$ cat config.mk
export PLATFORM = sky130hd
export DESIGN_NAME = lrc_regs
export DESIGN_NICKNAME = d
export VERILOG_FILES = /design/src/lrc_pkg.sv /design/src/lrc_regs.sv /design/src/lrc_channel.sv
export SDC_FILE = /design/constraint.sdc
export NUM_CORES = 1
export LEC_CHECK = 0
export ABC_CLOCK_PERIOD_IN_PS = 2340
export BUFFER_PORTS_ARGS = -buffer_cell sky130_fd_sc_hd__buf_2
export CAP_MARGIN = 20
export CORE_AREA = 2 2 63 65
export DETAILED_ROUTE_END_ITERATION = 10
export DIE_AREA = 0 0 65 67
export PLACE_DENSITY = 0.83
export SLEW_MARGIN = 20
export SYNTH_ARGS = -nofsm -noshare
export SYNTH_HDL_FRONTEND = slang
export SYNTH_SLANG_ARGS = --single-unit
$ cat constraint.sdc
create_clock -name clk_sys -period 2.34 [get_ports clk_sys]
set_input_delay 0 -clock clk_sys [delete_from_list [all_inputs] [get_ports clk_sys]]
set_output_delay 0 -clock clk_sys [all_outputs]
set_load 0.05 [all_outputs]
$ cat src/lrc_pkg.sv
// package for the linear regulator control register bank
`default_nettype none
package lrc_pkg;
  localparam int LRC_NUM_REGS = 3;
  localparam int LRC_ADDR_W = 8;
  localparam int LRC_DATA_W = 8;
  localparam logic [7:0] LRC_OFS_REG7 = 8'h2c;
  localparam logic [7:0] LRC_OFS_REG8 = 8'h2d;
  localparam logic [7:0] LRC_OFS_REG9 = 8'h2e;
  localparam int LRC_BIT_SEQ_TARGET = 7;
  localparam int LRC_VSEL_PIN_HI = 6;
  localparam int LRC_VSEL_PIN_LO = 5;
  localparam int LRC_BIT_VSEL = 4;
  localparam int LRC_BIT_PULLDOWN_OFF = 3;
  localparam int LRC_EN_PIN_HI = 2;
  localparam int LRC_EN_PIN_LO = 1;
  localparam int LRC_BIT_ON = 0;
  localparam logic [7:0] LRC_REG_RESET = 8'h00;
  localparam logic [1:0] LRC_PIN_NONE = 2'h0;
  localparam logic [1:0] LRC_PIN_GP1 = 2'h1;
  localparam logic [1:0] LRC_PIN_GP2 = 2'h2;
  localparam logic [1:0] LRC_PIN_GP13 = 2'h3;
endpackage
`default_nettype wire

$ cat src/lrc_regs.sv
// control register bank for linear regulators seven, eight and nine
// How it works
// - bit 7 holds the on/off state the sequencer copies into bit 0 when it runs and bits 2:1 are 00.
// - a pin named in bits 6:5 selects preset a on its rise and preset b on its fall, once the edge is past the two-flop synchroniser.
// - pin fields decode 00 no pin (sequencer in bits 2:1), 01 pin 1, 10 pin 2, 11 pin 13.
// - bit 4 picks the output voltage directly, 0 preset a and 1 preset b.
// - bit 3 at 0 connects the output pull-down while off, at 1 leaves it open.
// - a pin named in bits 2:1 turns the regulator on at its rise and off at its fall.
// - bit 0 is the live on/off state of the regulator.
`default_nettype none
module lrc_regs
  import lrc_pkg::*;
(
  // clock and reset
  input wire logic clk_sys,
  input wire logic rstn,
  // register port
  input wire logic [7:0] reg_addr,
  input wire logic [7:0] reg_wdata,
  input wire logic reg_wr,
  input wire logic reg_rd,
  output logic [7:0] reg_rdata,
  // sequencer strobe, same clock
  input wire logic seq_apply,
  // general-purpose pins gp1, gp2, gp13, asynchronous
  input wire logic [2:0] gp_pins,
  // regulator controls
  output logic [2:0] reg_on,
  output logic [2:0] reg_vsel,
  output logic [2:0] reg_pulldown_en
);
  // pin synchroniser and edge history
  logic [2:0] meta_r;
  logic [2:0] meta_nxt;
  logic [2:0] sync_r;
  logic [2:0] sync_nxt;
  logic [2:0] prev_r;
  logic [2:0] prev_nxt;
  logic [2:0] rise;
  logic [2:0] fall;

  // address decode
  logic [LRC_NUM_REGS-1:0] sel;
  logic [LRC_NUM_REGS-1:0] wr_sel;
  logic addr_hit;

  // stored contents and read data
  logic [7:0] ctrl [LRC_NUM_REGS];
  logic [7:0] rdata_r;
  logic [7:0] rdata_nxt;

  // field views of regulator seven
  logic reg_seven_seq_target;
  logic [1:0] reg_seven_vsel_pin;
  logic reg_seven_vsel;
  logic reg_seven_pulldown_off;
  logic [1:0] reg_seven_enable_pin;
  logic reg_seven_on;

  // field views of regulator eight
  logic reg_eight_seq_target;
  logic [1:0] reg_eight_vsel_pin;
  logic reg_eight_vsel;
  logic reg_eight_pulldown_off;
  logic [1:0] reg_eight_enable_pin;
  logic reg_eight_on;

  // field views of regulator nine
  logic reg_nine_seq_target;
  logic [1:0] reg_nine_vsel_pin;
  logic reg_nine_vsel;
  logic reg_nine_pulldown_off;
  logic [1:0] reg_nine_enable_pin;
  logic reg_nine_on;

  // two flops before any logic reads a pin
  always_comb begin
    meta_nxt = gp_pins;
    sync_nxt = meta_r;
    prev_nxt = sync_r;
  end

  // one-cycle pulses on each settled pin edge
  always_comb begin
    rise = sync_r & ~prev_r;
    fall = ~sync_r & prev_r;
  end

  // history clears to the idle low level, so no false edge after reset
  always_ff @(posedge clk_sys or negedge rstn) begin
    if (!rstn) begin
      meta_r <= 3'h0;
      sync_r <= 3'h0;
      prev_r <= 3'h0;
    end else begin
      meta_r <= meta_nxt;
      sync_r <= sync_nxt;
      prev_r <= prev_nxt;
    end
  end

  // one-hot select; unmapped addresses select nothing
  always_comb begin
    sel = '0;
    unique case (reg_addr)
      LRC_OFS_REG7: sel = 3'h1;
      LRC_OFS_REG8: sel = 3'h2;
      LRC_OFS_REG9: sel = 3'h4;
      default: sel = '0;
    endcase
    addr_hit = |sel;
    // writes reach only the selected register
    wr_sel = reg_wr ? sel : '0;
  end

  // one register per regulator
  for (genvar i = 0; i < LRC_NUM_REGS; i++) begin : g_ch
    lrc_channel u_ch (
      .clk_sys(clk_sys),
      .rstn(rstn),
      .wr_en(wr_sel[i]),
      .wr_data(reg_wdata),
      .seq_apply(seq_apply),
      .pins_rise(rise),
      .pins_fall(fall),
      .ctrl(ctrl[i])
    );
  end

  // regulator seven fields
  always_comb begin
    reg_seven_seq_target = ctrl[0][LRC_BIT_SEQ_TARGET];
    reg_seven_vsel_pin = ctrl[0][LRC_VSEL_PIN_HI:LRC_VSEL_PIN_LO];
    reg_seven_vsel = ctrl[0][LRC_BIT_VSEL];
    reg_seven_pulldown_off = ctrl[0][LRC_BIT_PULLDOWN_OFF];
    reg_seven_enable_pin = ctrl[0][LRC_EN_PIN_HI:LRC_EN_PIN_LO];
    reg_seven_on = ctrl[0][LRC_BIT_ON];
  end

  // regulator eight fields
  always_comb begin
    reg_eight_seq_target = ctrl[1][LRC_BIT_SEQ_TARGET];
    reg_eight_vsel_pin = ctrl[1][LRC_VSEL_PIN_HI:LRC_VSEL_PIN_LO];
    reg_eight_vsel = ctrl[1][LRC_BIT_VSEL];
    reg_eight_pulldown_off = ctrl[1][LRC_BIT_PULLDOWN_OFF];
    reg_eight_enable_pin = ctrl[1][LRC_EN_PIN_HI:LRC_EN_PIN_LO];
    reg_eight_on = ctrl[1][LRC_BIT_ON];
  end

  // regulator nine fields
  always_comb begin
    reg_nine_seq_target = ctrl[2][LRC_BIT_SEQ_TARGET];
    reg_nine_vsel_pin = ctrl[2][LRC_VSEL_PIN_HI:LRC_VSEL_PIN_LO];
    reg_nine_vsel = ctrl[2][LRC_BIT_VSEL];
    reg_nine_pulldown_off = ctrl[2][LRC_BIT_PULLDOWN_OFF];
    reg_nine_enable_pin = ctrl[2][LRC_EN_PIN_HI:LRC_EN_PIN_LO];
    reg_nine_on = ctrl[2][LRC_BIT_ON];
  end

  // live on/off state per regulator
  assign reg_on[0] = reg_seven_on;
  assign reg_on[1] = reg_eight_on;
  assign reg_on[2] = reg_nine_on;

  // voltage preset choice per regulator
  assign reg_vsel[0] = reg_seven_vsel;
  assign reg_vsel[1] = reg_eight_vsel;
  assign reg_vsel[2] = reg_nine_vsel;

  // pull-down only while the regulator is off
  assign reg_pulldown_en[0] = ~reg_seven_on & ~reg_seven_pulldown_off;
  assign reg_pulldown_en[1] = ~reg_eight_on & ~reg_eight_pulldown_off;
  assign reg_pulldown_en[2] = ~reg_nine_on & ~reg_nine_pulldown_off;

  // readback rebuilt field by field
  always_comb begin
    rdata_nxt = 8'h00;
    if (reg_rd && addr_hit) begin
      unique case (reg_addr)
        // regulator seven
        LRC_OFS_REG7: begin
          rdata_nxt[LRC_BIT_SEQ_TARGET] = reg_seven_seq_target;
          rdata_nxt[LRC_VSEL_PIN_HI:LRC_VSEL_PIN_LO] = reg_seven_vsel_pin;
          rdata_nxt[LRC_BIT_VSEL] = reg_seven_vsel;
          rdata_nxt[LRC_BIT_PULLDOWN_OFF] = reg_seven_pulldown_off;
          rdata_nxt[LRC_EN_PIN_HI:LRC_EN_PIN_LO] = reg_seven_enable_pin;
          rdata_nxt[LRC_BIT_ON] = reg_seven_on;
        end

        // regulator eight
        LRC_OFS_REG8: begin
          rdata_nxt[LRC_BIT_SEQ_TARGET] = reg_eight_seq_target;
          rdata_nxt[LRC_VSEL_PIN_HI:LRC_VSEL_PIN_LO] = reg_eight_vsel_pin;
          rdata_nxt[LRC_BIT_VSEL] = reg_eight_vsel;
          rdata_nxt[LRC_BIT_PULLDOWN_OFF] = reg_eight_pulldown_off;
          rdata_nxt[LRC_EN_PIN_HI:LRC_EN_PIN_LO] = reg_eight_enable_pin;
          rdata_nxt[LRC_BIT_ON] = reg_eight_on;
        end

        // regulator nine
        LRC_OFS_REG9: begin
          rdata_nxt[LRC_BIT_SEQ_TARGET] = reg_nine_seq_target;
          rdata_nxt[LRC_VSEL_PIN_HI:LRC_VSEL_PIN_LO] = reg_nine_vsel_pin;
          rdata_nxt[LRC_BIT_VSEL] = reg_nine_vsel;
          rdata_nxt[LRC_BIT_PULLDOWN_OFF] = reg_nine_pulldown_off;
          rdata_nxt[LRC_EN_PIN_HI:LRC_EN_PIN_LO] = reg_nine_enable_pin;
          rdata_nxt[LRC_BIT_ON] = reg_nine_on;
        end
        default: rdata_nxt = 8'h00;
      endcase
    end
  end

  // read data stand one cycle, zero otherwise
  always_ff @(posedge clk_sys or negedge rstn) begin
    if (!rstn) begin
      rdata_r <= 8'h00;
    end else begin
      rdata_r <= rdata_nxt;
    end
  end

  assign reg_rdata = rdata_r;
endmodule
`default_nettype wire

$ cat src/lrc_channel.sv
// one regulator control register with pin and sequencer updates
`default_nettype none
module lrc_channel
  import lrc_pkg::*;
(
  // clock and reset
  input wire logic clk_sys,
  input wire logic rstn,
  // software write
  input wire logic wr_en,
  input wire logic [7:0] wr_data,
  // sequencer
  input wire logic seq_apply,
  // pin edge pulses: gp1, gp2, gp13
  input wire logic [2:0] pins_rise,
  input wire logic [2:0] pins_fall,
  // register contents
  output logic [7:0] ctrl
);
  logic [7:0] ctrl_r;
  logic [7:0] ctrl_nxt;
  logic en_rise, en_fall, vs_rise, vs_fall;

  function automatic logic pick(input logic [1:0] sel, input logic [2:0] v);
    logic r;
    r = 1'b0;
    unique case (sel)
      LRC_PIN_NONE: r = 1'b0;
      LRC_PIN_GP1: r = v[0];
      LRC_PIN_GP2: r = v[1];
      LRC_PIN_GP13: r = v[2];
    endcase
    return r;
  endfunction

  always_comb begin
    en_rise = pick(ctrl_r[LRC_EN_PIN_HI:LRC_EN_PIN_LO], pins_rise);
    en_fall = pick(ctrl_r[LRC_EN_PIN_HI:LRC_EN_PIN_LO], pins_fall);
    vs_rise = pick(ctrl_r[LRC_VSEL_PIN_HI:LRC_VSEL_PIN_LO], pins_rise);
    vs_fall = pick(ctrl_r[LRC_VSEL_PIN_HI:LRC_VSEL_PIN_LO], pins_fall);
    ctrl_nxt = ctrl_r;
    if (wr_en) begin
      ctrl_nxt = wr_data;
    end
    // sequencer: only when on/off is not pin controlled
    if (seq_apply && ctrl_nxt[LRC_EN_PIN_HI:LRC_EN_PIN_LO] == LRC_PIN_NONE) begin
      ctrl_nxt[LRC_BIT_ON] = ctrl_nxt[LRC_BIT_SEQ_TARGET];
    end
    // pin events win over a same-cycle write
    if (en_rise) begin
      ctrl_nxt[LRC_BIT_ON] = 1'b1;
    end else if (en_fall) begin
      ctrl_nxt[LRC_BIT_ON] = 1'b0;
    end
    if (vs_rise) begin
      ctrl_nxt[LRC_BIT_VSEL] = 1'b0;
    end else if (vs_fall) begin
      ctrl_nxt[LRC_BIT_VSEL] = 1'b1;
    end
  end

  always_ff @(posedge clk_sys or negedge rstn) begin
    if (!rstn) begin
      ctrl_r <= LRC_REG_RESET;
    end else begin
      ctrl_r <= ctrl_nxt;
    end
  end

  assign ctrl = ctrl_r;
endmodule
`default_nettype wire

# Word-level counts from Yosys, hierarchy flattened

Cells that the tools add are included.
W data, S select, Z words.

Bits in writable memories: 0
Memories: 0
Register bits after elaboration: 41
Word-level logic and storage cells: 104
ROM bits: 0
Bits in latches: 0
Input bits: 24
Output and inout port bits: 17

Divide/modulo/power cells: 0
$mul: 0
Shifts and indexed selects: 0
Bitwise gates (word level): 13
$add $sub $neg: 0
Mux-type cells: 34
Reduce and logical (&&, ||, !) cells: 20
Equality and inequality tests: 21
Order comparisons: 0

Operator list:

| kind                 | count |
|---|---|
| $pmux W1 S4          | 12 |
| $mux W8              | 4 |
| $eq A2 B2 Y1 const B | 12 |
| $eq A8 B6 Y1 const B | 3 |
| $pmux W8 S3          | 1 |
| $logic_not A2 Y1     | 9 |
| $mux W1              | 15 |
| $eq A2 B1 Y1 const B | 6 |
| $reduce_bool A4 Y1   | 3 |
| $pmux W3 S3          | 1 |
| $reduce_bool A3 Y1   | 3 |
| $and A3 B3 Y3        | 2 |
| $not A1 Y1           | 6 |
| $not A3 Y3           | 2 |
| $logic_and A1 B1 Y1  | 4 |
| $and A1 B1 Y1        | 3 |
| $mux W3              | 1 |
| $reduce_or A3 Y1     | 1 |

# Logic depth before layout (Yosys ltp)

Gate-level depths: netlist (run 1).

Word-level depth: 9
Gate-level depth with buffers: 5
Gate-level depth less buffers: 4

# Hierarchy

A second synthesis (run 1) with hierarchy kept.

Cell total of the unflattened synthesis: 188
Area, all modules: 2083.2 µm²

Modules (own cells, without submodules):

| module      | seq. area each (µm²) | area an instance (µm²) | times used | cells an instance |
|---|---|---|---|---|
| lrc_channel | 200.2                | 437.9                  | 3          | 40 |
| lrc_regs    | 425.4                | 769.5                  | 1          | 68 |

# Worst setup path before layout (run 1)

No wires, ideal clock.

Kind: register to register
From: register g_ch[1].u_ch.ctrl_r[2]
To: register g_ch[1].u_ch.ctrl_r[0]
Data arrival time: 1.197 ns
Slack: 1.070 ns
Clock period less this slack: 1.270 ns
Setup time: 0.073 ns
Stages on the path, launching flop included: 6
Path buffers: 1
Path through: dfrtp_1 > clkbuf_1 > nor3b_1 > mux2i_1 > mux2_2 > a21oi_2

Cells in the longest elaborated chain, start to end: 6
Elaborated cells between the ends (all ways): 13
Those cells by class: 3 x eq/ne; 6 x mux; 4 x reduce/logical

RTL lines:

| item                   | line              | text |
|---|---|---|
| from (decl)            | lrc_channel.sv:20 | `logic [7:0] ctrl_r;` |
| from (signal assigned) | lrc_channel.sv:66 | `ctrl_r <= ctrl_nxt;` |
| $mux W8                | lrc_channel.sv:42 | `if (wr_en) begin` |
| $logic_not A2 Y1       | lrc_channel.sv:46 | `if (seq_apply && ctrl_nxt[LRC_EN_PIN_HI:LRC_EN_PIN_LO] == LRC_PIN_NONE) begin` |
| $logic_and A1 B1 Y1    | lrc_channel.sv:46 |  |
| $mux W1                | lrc_channel.sv:46 |  |
| $mux W1                | lrc_channel.sv:52 | `end else if (en_fall) begin` |
| $mux W1                | lrc_channel.sv:50 | `if (en_rise) begin` |

Parallel ways exist; a longest one is shown, timed or not. The select of a mux whose other input is x is not followed.
A chain may end at the register's enable or synchronous reset.

# Final worst setup path (run 1)

From: register g_ch[0].u_ch.ctrl_r[1]
To: register g_ch[0].u_ch.ctrl_r[0]

Cells in the longest elaborated chain, start to end: 6
Elaborated cells between the ends (all ways): 13
Those cells by class: 3 x eq/ne; 6 x mux; 4 x reduce/logical

RTL lines:

| item                   | line |
|---|---|
| from (decl)            | lrc_channel.sv:20 |
| from (signal assigned) | lrc_channel.sv:66 |
| $mux W8                | lrc_channel.sv:42 |
| $logic_not A2 Y1       | lrc_channel.sv:46 |
| $logic_and A1 B1 Y1    | lrc_channel.sv:46 |
| $mux W1                | lrc_channel.sv:46 |
| $mux W1                | lrc_channel.sv:52 |
| $mux W1                | lrc_channel.sv:50 |

Parallel ways exist; a longest one is shown, timed or not. The select of a mux whose other input is x is not followed.

==> results of run 1 <==
sequential cells by signal, summed over array words and instances, names as in the netlist:
register / cells
meta_r: 3
prev_r: 3
prev_nxt: 3
g_ch.u_ch.ctrl: 24
reg_rdata: 8
critical path, stage by stage, from the launching register on:
cell and delay (ns):
dfrtp_1 0.47, nor3b_1 0.27, mux2i_1 0.11, mux2_4 0.26, a21oi_1 0.17
where the power goes:
group / internal, mW / switching, mW
combinational: 0.127 / 0.249
clock: 0.423 / 0.231
sequential: 0.761 / 0.0557
total: 1.31 / 0.535
area by class of cell:
cell class,count,area [um^2]
repair buffers,50,300.3
fillers,268,1089
clock inverters,3,65.06
well taps,48,60.06
clock buffers,5,68.82
multi-input cells,125,997.2
flip-flops and latches,41,1026
routing by layer:
metal / vias up / track usage / wire length, um
li1: 721 / - / -
met1: 740 / 0.2543 / 1873
met2: 57 / 0.3853 / 2082
met3: 9 / 0.05743 / 255
met4: 0 / 0.08777 / 87
met5: - / 0 / 0
cell usage in the layout, fill, tap and decap left out:
cell type,count
nor2_1,19
nand4_1,1
a22oi_1,6
clkbuf_8,5
mux2_4,1
mux2i_1,24
a21oi_2,1
and4b_1,1
bufinv_16,2
a21boi_0,2
nand2_1,2
nor2b_1,8
nor2_2,2
a21oi_1,17
a21boi_2,1
mux2_2,23
buf_2,40
nand3b_1,1
nand4_4,3
dfrtp_1,41
nand2b_1,6
nor3b_1,6
a31oi_1,1
dlygate4sd3_1,10
clkinv_2,1
worst min path at each step:
stage / slack [ns] / to / cells past startpoint
final: 0.09 / g_ch[2].u_ch.ctrl[4]$_DFFE_PN0P_ / 3
after global routing: 0.11 / g_ch[1].u_ch.ctrl[4]$_DFFE_PN0P_ / 3
after CTS: 0.08 / g_ch[0].u_ch.ctrl[4]$_DFFE_PN0P_ / 3
after detailed placement: 0.11 / meta_r[1]$_DFF_PN0_ / 1
after global placement: 0.11 / meta_r[1]$_DFF_PN0_ / 1
after floorplan: -0.30 / g_ch[0].u_ch.ctrl[0]$_DFFE_PN0P_ / 0
kinds of logic (layout without fill, tap and decap cells):
kind of cell | Yosys count | after routing | synth area share
flops | 41 | 41 | 0.4869
mux | 48 | 48 | 0.2441
compound gates | 28 | 28 | 0.08135
buf+inv | 12 | 58 | 0.03979
simple gates | 49 | 49 | 0.1479
==> out/summary.txt, run 1 <==
Overall routed net length: 4299 um
Non-Filler Instances: 272
Pwr dens: 733.7 nW/um^2
CP Capture Type: register
Clk sinks: 41
Synth Flop Type: dfrtp_1
Status: completed
Longest Clk Path Bufs: 2
Normalized max-slew margin: 0.4219
Routed via count: 1527
Inst Count DP: 254
Syn Std Cell Area: 2107 um^2
CTS tree: built
Worst skew pair latency: 0.29 ns
Vias in the first global route: 1503
Pre-Repair DR Iteration Count: 4
Setup WS pre-CTS: 0.7754 ns
Leak pwr: 1.203 nW
Slew Viols, Final: 0
Maximum number of pins on one net before global-route repair: 42
Ports: 41
Fmax: 733.6 MHz
Share of cells above drive strength 1: 0.3527
First-pass GRT wire length: 7031 um
Maxcap violations: 0
Cells after Synth: 178
Max rail drop VDD: 0.0006255 V
Critical path required time: 2.55 ns
Hold path startpoint: reg_wdata[4]
R2r setup slk: 0.98 ns
Commonest cells post-synth: dfrtp_1 (41), mux2i_1 (24), mux2_2 (23)
Final instance area: 2517 um^2
Worst EP arrival: 1.57 ns
Die X-Extent: 65 um
Synth Area per Inst: 11.84 um^2
Final Util: 0.6981
CP Class: register to register
Final Setup Violations: 0
Yosys warns: 0
Die ar.: 4355 um^2
Placed Area: 2283 um^2
Setup_tns: 0 ns
All-layer global routing usage: 0.2193
Core area: 3606 um^2
Register-to-Register Path Depth: 4
Post-DRT Antenna Nets: 0
EDFF count, synth: 0
Iteration-0 DRC Markers: 88
Final GP Congestion: 0.8197
Synth-to-layout area growth: 19.48%
Crit Reg-Reg Endpoint: g_ch[0].u_ch.ctrl[0]$_DFFE_PN0P_
Clk root buf: clkbuf_8
Critical Path Start: g_ch[0].u_ch.ctrl[1]$_DFF_PN0_
DR DRC count: 0
Synth cell types: 24
#FFs+latches synth: 41
HP Class: input port to register
Crit path time final: 1.363 ns
Final Cycle Share: 0.5825
Hold Buf Count CTS: 10
RSZ-0062 raised after global routing: false
Largest area contributor in the netlist: dfrtp_1
Row count: 22
DIE HEIGHT: 67 um
H-tree Lvls: 2
Critical Path Sink: g_ch[0].u_ch.ctrl[0]$_DFFE_PN0P_
Fin. Hold Viols: 0
Post-DR vias/cell: 5.614
Total chip power: 1.847 mW
GRT Residual Overflow: 0
Worst Tran Pin Value: 0.8671 ns
Worst Path Max Fanout: 7
Worst reg2reg startpoint: g_ch[0].u_ch.ctrl[1]$_DFF_PN0_
Postcts setup bufs: 0
DPL Wire Length: 3018 um
Sequential element share of the synthesized area: 0.4869
Most frequent cell after synthesis: dfrtp_1
Top-area cell type share of the netlist area: 0.4869
Starting Density: 0.5843
Hold WS: 0.08687 ns
Wire per inst: 15.81 um
Synth area leaders: dfrtp_1 (49%), mux2_2 (12%), mux2i_1 (11%)
Initial antenna violation count: 0
Startpoint Class: register
Reg clk slew, reported paths: 0.07 ns
Cts repair resizes: 0
Layout Nets: 247
Setup ws final: 0.9768 ns
Num CTS Buffers: 5
Setup Skew: 0.004148 ns
Number of port buffers: 40
Synth async-reset ratio: 1.000
Syn nets: 202
Inserted Diodes: 0
Power figures use the tool's default switching activity.
==> run 2: changes to the inputs <==
--- a/config.mk
+++ b/config.mk
@@ -5,13 +5,14 @@
 export SDC_FILE = /design/constraint.sdc
 export NUM_CORES = 1
 export LEC_CHECK = 0
-export ABC_CLOCK_PERIOD_IN_PS = 2340
+export ABC_AREA = 1
+export ABC_CLOCK_PERIOD_IN_PS = 1400
 export BUFFER_PORTS_ARGS = -buffer_cell sky130_fd_sc_hd__buf_2
 export CAP_MARGIN = 20
-export CORE_AREA = 2 2 63 65
+export CORE_AREA = 2 2 66 68
 export DETAILED_ROUTE_END_ITERATION = 10
-export DIE_AREA = 0 0 65 67
-export PLACE_DENSITY = 0.83
+export DIE_AREA = 0 0 68 70
+export PLACE_DENSITY = 0.78
 export SLEW_MARGIN = 20
 export SYNTH_ARGS = -nofsm -noshare
 export SYNTH_HDL_FRONTEND = slang
==> constraint.sdc (replaced) <==
create_clock -name clk_sys -period 1.4 [get_ports clk_sys]
set_input_delay 0 -clock clk_sys [delete_from_list [all_inputs] [get_ports clk_sys]]
set_output_delay 0 -clock clk_sys [all_outputs]
set_load 0.05 [all_outputs]
==> out/summary.txt, run 2 <==
Status: completed
Wire per inst: 13.90 um (-12%)
Register-to-Register Path Depth: 7 (+3)
Final GP Congestion: 0.8884 (+8.4%)
Most frequent cell after synthesis: nand2_1
CTS tree: built
Final Setup Violations: 0 (unchanged)
Syn nets: 298 (+48%)
Most frequent cells in the layout: nand2_1 (63), inv_1 (49), dfrtp_1 (41)
Die ar.: 4760 um^2 (+9.3%)
Critical path required time: 1.60 ns (-0.95 ns)
Overall routed net length: 5242 um (+22%)
DR DRC count: 0 (unchanged)
Fmax: 785.7 MHz (+7.1%)
Starting Density: 0.5220 (-0.06228)
Crit Reg-Reg Endpoint: g_ch[2].u_ch.ctrl[4]$_DFFE_PN0P_
RSZ-0062 raised after global routing: false
Hold Path Cell Cnt: 3 (unchanged)
R2r setup slk: 0.13 ns (-0.85 ns)
Post-DR vias/cell: 5.355 (-4.6%)
Num CTS Buffers: 5 (unchanged)
Max rail drop VDD: 0.0007510 V (+20%)
Clk sinks: 41 (unchanged)
Normalized max-slew margin: 0.6610 (+0.2391)
Pwr dens: 1162 nW/um^2 (+58%)
Synth cell types: 27 (+13%)
Longest Clk Path Bufs: 2 (unchanged)
Maximum number of pins on one net before global-route repair: 42 (unchanged)
Worst skew pair latency: 0.31 ns (+0.02 ns)
Leak pwr: 1.371 nW (+14%)
Core area: 4144 um^2 (+15%)
Row count: 24 (+9.1%)
GRT Residual Overflow: 0 (unchanged)
Critical path's largest stage delay: 0.40 ns (-0.07 ns)
H-tree Lvls: 2 (unchanged)
Clock Power Share: 0.376 (+0.022)
Pre-Repair DR Iteration Count: 5 (+1)
Fin. Hold Viols: 0 (unchanged)
Synth area leaders: dfrtp_1 (47%), nand2_1 (11%), inv_1 (8.5%)
CP Class: register to register
Layout Nets: 348 (+41%)
CP Cell Sequence: inv_1, nor2_1, inv_1, a21oi_1, a21oi_1, a31oi_1, nor2_1
Largest area contributor in the netlist: dfrtp_1
Worst Path Max Fanout: 4 (-3)
Ports: 41 (unchanged)
Yosys warns: 0 (unchanged)
Share of cells above drive strength 1: 0.2062 (-0.1465)
Non-Filler Instances: 377 (+39%)
First-pass GRT wire length: 8756 um (+25%)
Net Sw Power: 893.0 uW (+67%)
Synth Flop Type: dfrtp_1
Synth-to-layout area growth: 20.65%
Most common cell after layout, fill and taps aside: nand2_1
CP Capture Type: register
#FFs+latches synth: 41 (unchanged)
Hold path startpoint: reg_rd
Maxcap violations: 0 (unchanged)
Syn Std Cell Area: 2163 um^2 (+2.7%)
Fill count: 383 (+43%)
Pint: 2.140 mW (+63%)
Inst Count DP: 360 (+42%)
Reg clk slew, reported paths: 0.09 ns (+0.02 ns)
Slew Viols, Final: 0 (unchanged)
Vias in the first global route: 1926 (+28%)
Crit path time final: 1.273 ns (-0.09046 ns)
Setup Skew: 0.01326 ns (+0.009115 ns)
Cells after Synth: 274 (+54%)
Synth Area per Inst: 7.895 um^2 (-33%)
Die X-Extent: 68 um (+4.6%)
Final Cycle Share: 0.9091 (+0.3265)
Number of port buffers: 40 (unchanged)
Seq pwr share: 0.441 (about the same)
Sequential element share of the synthesized area: 0.4743 (-0.01267)
Slowest CP cell: dfrtp_1
Register area: 1026 um^2 (unchanged)
Logic pwr share: 0.182 (-0.022)
HP Class: input port to register
Post-DRT Antenna Nets: 0 (unchanged)
Commonest cells post-synth: nand2_1 (63), inv_1 (49), dfrtp_1 (41)
Cts repair resizes: 0 (unchanged)
Worst reg2reg startpoint: prev_nxt[1]$_DFF_PN0_
DIE HEIGHT: 70 um (+4.5%)
All-layer global routing usage: 0.2443 (+0.02499)
Startpoint Class: register
Iteration-0 DRC Markers: 172 (+95%)
EDFF count, synth: 0 (unchanged)
Total chip power: 3.033 mW (+64%)
Worst Tran Pin Value: 0.5086 ns (-0.3586 ns)
Clk root buf: clkbuf_8
Setup_tns: 0 ns (unchanged)
Worst EP arrival: 1.47 ns (-0.10 ns)
Net switching fraction of the power: 0.2945 (+0.004547)
Initial antenna violation count: 0 (unchanged)
Synth async-reset ratio: 1.000 (unchanged)
Inserted Diodes: 0 (unchanged)
DPL Wire Length: 3846 um (+27%)
Routed via count: 2019 (+32%)
Area of the multi-input gates: 888.4 um^2 (-11%)
Top-area cell type share of the netlist area: 0.4743 (-0.01267)
Hold worst-path end: reg_rdata[0]$_DFF_PN0_
Postcts setup bufs: 0 (unchanged)
Max reg flops: 24 (unchanged)
## run 2: cell types whose count changed after synthesis, moves of 8 or more
cell,delta
nor3_1,+8
o21ai_0,+15
nand2_1,+61
mux2i_1,-24
nand3_1,+10
a21oi_1,-8
nor2b_1,-8
mux2_2,-23
inv_1,+49
a31oi_1,+9
## run 2: metal layers
metal	global-route usage	part of all wire	routed length (um)	vias up
li1	-	-	-	988
met1	0.3383	0.45	2361	938
met2	0.3722	0.47	2459	84
met3	0.05314	0.063	331	9
met4	0.09111	0.017	90	0
met5	0	0	0	-
## run 2: worst max-delay path by stage
stage,start,endpoint,depth (start not counted)
2_1_floorplan,prev_nxt[1]$_DFF_PN0_,g_ch[0].u_ch.ctrl[4]$_DFFE_PN0P_,7
3_3_place_gp,prev_nxt[1]$_DFF_PN0_,g_ch[2].u_ch.ctrl[4]$_DFFE_PN0P_,7
3_5_place_dp,prev_nxt[1]$_DFF_PN0_,g_ch[2].u_ch.ctrl[4]$_DFFE_PN0P_,7
4_1_cts,prev_nxt[1]$_DFF_PN0_,g_ch[2].u_ch.ctrl[4]$_DFFE_PN0P_,7
5_1_grt,prev_nxt[1]$_DFF_PN0_,g_ch[2].u_ch.ctrl[4]$_DFFE_PN0P_,7
6_report,prev_nxt[1]$_DFF_PN0_,g_ch[2].u_ch.ctrl[4]$_DFFE_PN0P_,7
## run 2: cell type report
class / instances / share of cell area
Sequential cell: 41 / 0.3931
Multi-Input combinational cell: 174 / 0.3404
Timing Repair Buffer: 51 / 0.1170
Inverter: 51 / 0.07335
Clock buffer: 5 / 0.02637
Clock inverter: 3 / 0.02493
Tap cell: 52 / 0.02493
## run 2: power groups by stage
stage	clock, mW	sequential (mW)	combinational, mW
floorplan	0	1.34	0.431
global placement	0	1.36	0.525
detailed placement	0	1.36	0.528
CTS	1.16	1.34	0.551
global route	1.21	1.35	0.602
finish	1.14	1.34	0.553
## run 2: timing repair
| item | 4_1_cts | 5_1_grt |
|---|---|---|
| endpoints found under the setup margin | 0 | 0 |
| hold endpoints to repair | 57 | 0 |
| hold buffers | 9 | 0 |
## run 2: kinds of logic (layout without fill, tap and decap cells)
logic type | after synthesis | count (layout) | synth area share
DFF | 41 | 41 | 0.4743
AOI/OAI and AO/OA | 51 | 51 | 0.1376
and+or+nand+nor | 123 | 123 | 0.2730
buffers and inverters | 59 | 110 | 0.1151
## run 2: critical path, delay by kind of cell, from the launching register on
kind                   cells  cell delay (ns)
AO/OA/AOI/OAI              3             0.37
flip-flops                 1             0.40
AND/OR/NAND/NOR            2             0.25
buffers and inverters      2             0.15
## run 2: stage by stage
step	cell area (um^2)	util	hold WS (ns)	setup slack, ns
after detailed placement	2386	0.5758	0.09097	0.1422
after CTS	2610	0.6298	0.04988	0.1416
after floorplan	2163	-	-0.2956	0.2887
final	2610	0.6298	0.06409	0.1273
after global placement	2386	0.5758	0.08036	0.1548
after global routing	2610	0.6298	0.06956	0.05248
==> run 3: changes to the inputs <==
--- a/config.mk
+++ b/config.mk
@@ -6,13 +6,13 @@
 export NUM_CORES = 1
 export LEC_CHECK = 0
 export ABC_AREA = 1
-export ABC_CLOCK_PERIOD_IN_PS = 1400
+export ABC_CLOCK_PERIOD_IN_PS = 1000
 export BUFFER_PORTS_ARGS = -buffer_cell sky130_fd_sc_hd__buf_2
 export CAP_MARGIN = 20
-export CORE_AREA = 2 2 66 68
+export CORE_AREA = 2 2 70 72
 export DETAILED_ROUTE_END_ITERATION = 10
-export DIE_AREA = 0 0 68 70
-export PLACE_DENSITY = 0.78
+export DIE_AREA = 0 0 72 74
+export PLACE_DENSITY = 0.73
 export SLEW_MARGIN = 20
 export SYNTH_ARGS = -nofsm -noshare
 export SYNTH_HDL_FRONTEND = slang
==> constraint.sdc (replaced) <==
create_clock -name clk_sys -period 1 [get_ports clk_sys]
set_input_delay 0 -clock clk_sys [delete_from_list [all_inputs] [get_ports clk_sys]]
set_output_delay 0 -clock clk_sys [all_outputs]
set_load 0.05 [all_outputs]
==> out/summary.txt, run 3 (synthesis gave the netlist of run 2 again) <==
Iteration-0 DRC Markers: 244 (+42%)
Share of cells above drive strength 1: 0.4208 (+0.2146)
CP Capture Type: register
Pre-Repair DR Iteration Count: 5 (unchanged)
Normalized max-slew margin: 0.7329 (+0.07196)
Fmax: 814.7 MHz (+3.7%)
Inserted Diodes: 0 (unchanged)
Inst Count DP: 403 (+12%)
Clk sinks: 41 (unchanged)
All-layer global routing usage: 0.2226 (-0.02171)
Row count: 25 (+4.2%)
Max rail drop VDD: 0.001141 V (+52%)
DPL Wire Length: 4166 um (+8.3%)
R2r setup slk: -0.23 ns (-0.35 ns)
Most frequent cells in the layout: nand2_1 (55), buf_4 (42), dfrtp_1 (39)
Die ar.: 5328 um^2 (+12%)
H-tree Lvls: 2 (unchanged)
Routed via count: 2154 (+6.7%)
Non-Filler Instances: 420 (+11%)
Wire per inst: 13.56 um (-2.4%)
First-pass GRT wire length: 9128 um (+4.2%)
DIE HEIGHT: 74 um (+5.7%)
Worst skew pair latency: 0.30 ns (about the same)
Final Cycle Share: 1.227 (+0.3184)
Register area: 1028 um^2 (+0.24%)
Synth-to-layout area growth: 43.96%
Core area: 4598 um^2 (+11%)
Crit path time final: 1.227 ns (-0.04527 ns)
Maximum number of pins on one net before global-route repair: 27 (-36%)
Status: complete, but fails checks
Placed Area: 2719 um^2 (+14%)
Final Setup Violations: 9 (+9)
Die X-Extent: 72 um (+5.9%)
Slew Viols, Final: 0 (unchanged)
Longest Clk Path Bufs: 2 (unchanged)
HP Class: input port to register
Met1 Resource Use GR: 0.2968 (-0.04143)
Setup ws final: -0.2274 ns (-0.3547 ns)
RSZ-0062 raised after global routing: true
Layout Nets: 389 (+12%)
Most common cell after layout, fill and taps aside: nand2_1
CP Class: register to register
Starting Density: 0.4705 (-0.05156)
GR peak layer: met2
DR DRC count: 0 (unchanged)
Worst Path Max Fanout: 2 (-2)
Setup Skew: 0.01233 ns (-0.0009340 ns)
Setup_tns: -0.9428 ns (-0.9428 ns)
Clock Power Share: 0.315 (-0.061)
Final GP Congestion: 0.9473 (+6.6%)
Num CTS Buffers: 5 (unchanged)
Number of port buffers: 40 (unchanged)
Maxcap violations: 0 (unchanged)
Ports: 41 (unchanged)
Pwr dens: 1365 nW/um^2 (+17%)
Worst EP arrival: 1.42 ns (-0.05 ns)
Post-DRT Antenna Nets: 0 (unchanged)
Max reg flops: 24 (unchanged)
Met2 Use GR: 0.3591 (-0.01311)
Post-DR vias/cell: 5.129 (-4.2%)
Final Util: 0.6773 (+0.04745)
Pint: 2.926 mW (+37%)
Reg clk slew, reported paths: 0.09 ns (about the same)
Fill count: 348 (-9.1%)
Vias in the first global route: 2033 (+5.6%)
CTS tree: built
Worst Tran Pin Value: 0.4006 ns (-0.1080 ns)
Leak pwr: 1.579 nW (+15%)
Worst reg2reg startpoint: prev_r[1]$_DFF_PN0_
Register-to-Register Path Depth: 6 (-1)
Area of the multi-input gates: 1037 um^2 (+17%)
Net Sw Power: 1.325 mW (+48%)
Seq pwr share: 0.444 (+0.003)
Initial antenna violation count: 0 (unchanged)
Startpoint Class: register
Crit Reg-Reg Endpoint: g_ch[1].u_ch.ctrl[0]$_DFFE_PN0P_
Overall routed net length: 5697 um (+8.7%)
Critical path required time: 1.19 ns (-0.41 ns)
Clk root buf: clkbuf_8
Net switching fraction of the power: 0.3116 (+0.01717)
Met3 Use GR: 0.04472 (-0.008425)
Fin. Hold Viols: 0 (unchanged)
Critical Path Start: prev_r[1]$_DFF_PN0_
Critical Path Sink: g_ch[1].u_ch.ctrl[0]$_DFFE_PN0P_
Failing checks: setup timing
Logic pwr share: 0.241 (+0.059)
GRT Residual Overflow: 0 (unchanged)
Final instance area: 3114 um^2 (+19%)
-- run 3: cell count changes in the layout (fill, tap and decap cells not counted), sizes merged --
| cell | before | now |
|---|---|---|
| dlygate4sd3 | 9 | 8 |
| clkinvlp | 0 | 1 |
| bufinv | 2 | 1 |
| buf | 42 | 83 |
| clkbuf | 5 | 6 |
-- run 3: layout make-up --
type,instances,share of cell area
Inverter,51,0.06348
Sequential cell,41,0.3303
Clock inverter,3,0.01406
Clock buffer,5,0.02210
Multi-Input combinational cell,174,0.3331
Timing Repair Buffer,92,0.2153
Tap cell,54,0.02170
-- run 3: how the worst min path moves through the flow --
stage	from	to	slack [ns]	cells after the start
floorplan	rstn	g_ch[0].u_ch.ctrl[0]$_DFFE_PN0P_	-0.30	0
finish	reg_rd	reg_rdata[6]$_DFF_PN0_	0.07	3
global placement	rstn	g_ch[0].u_ch.ctrl[3]$_DFFE_PN0P_	-0.06	1
detailed placement	rstn	g_ch[0].u_ch.ctrl[3]$_DFFE_PN0P_	-0.06	1
CTS	reg_rd	reg_rdata[0]$_DFF_PN0_	0.06	3
global route	reg_rd	reg_rdata[5]$_DFF_PN0_	0.06	3
-- run 3: timing repair --
action | CTS | global route
gates resized for setup | 32 | 37
endpoints found under the setup margin | 14 | 19
pin swaps | 3 | 5
hold endpoints to repair | 54 | 0
hold buffers | 8 | 0
setup buffers | 2 | 1
-- run 3: through the flow --
step / hold WS (ns) / setup WS [ns] / power [mW]
after floorplan: -0.2956 / -0.06382 / 2.488
after global placement: -0.05824 / -0.1657 / 2.765
after detailed placement: -0.05711 / -0.2142 / 2.779
after CTS: 0.05871 / -0.1551 / 4.207
after global routing: 0.05653 / -0.2902 / 4.433
final: 0.06662 / -0.2274 / 4.251
-- run 3: critical path: stages (launching register included) --
cell     delay (ns)
dfrtp_1        0.39
inv_1          0.09
buf_4          0.14
nor4_1         0.24
nor3_1         0.11
nand3_1        0.10
nand2_1        0.06
-- run 3: power by group through the flow --
stage	Sequential [mW]	Clock (mW)	Combinational (mW)
floorplan	1.88	0	0.607
global placement	1.89	0	0.871
detailed placement	1.90	0	0.882
CTS	1.88	1.36	0.966
global route	1.90	1.42	1.11
finish	1.89	1.34	1.02
-- run 3: per-layer routing --
layer | routed length, um | part of all wire
met5 | 0 | 0
met4 | 82 | 0.014
met3 | 370 | 0.065
met2 | 2782 | 0.49
met1 | 2461 | 0.43
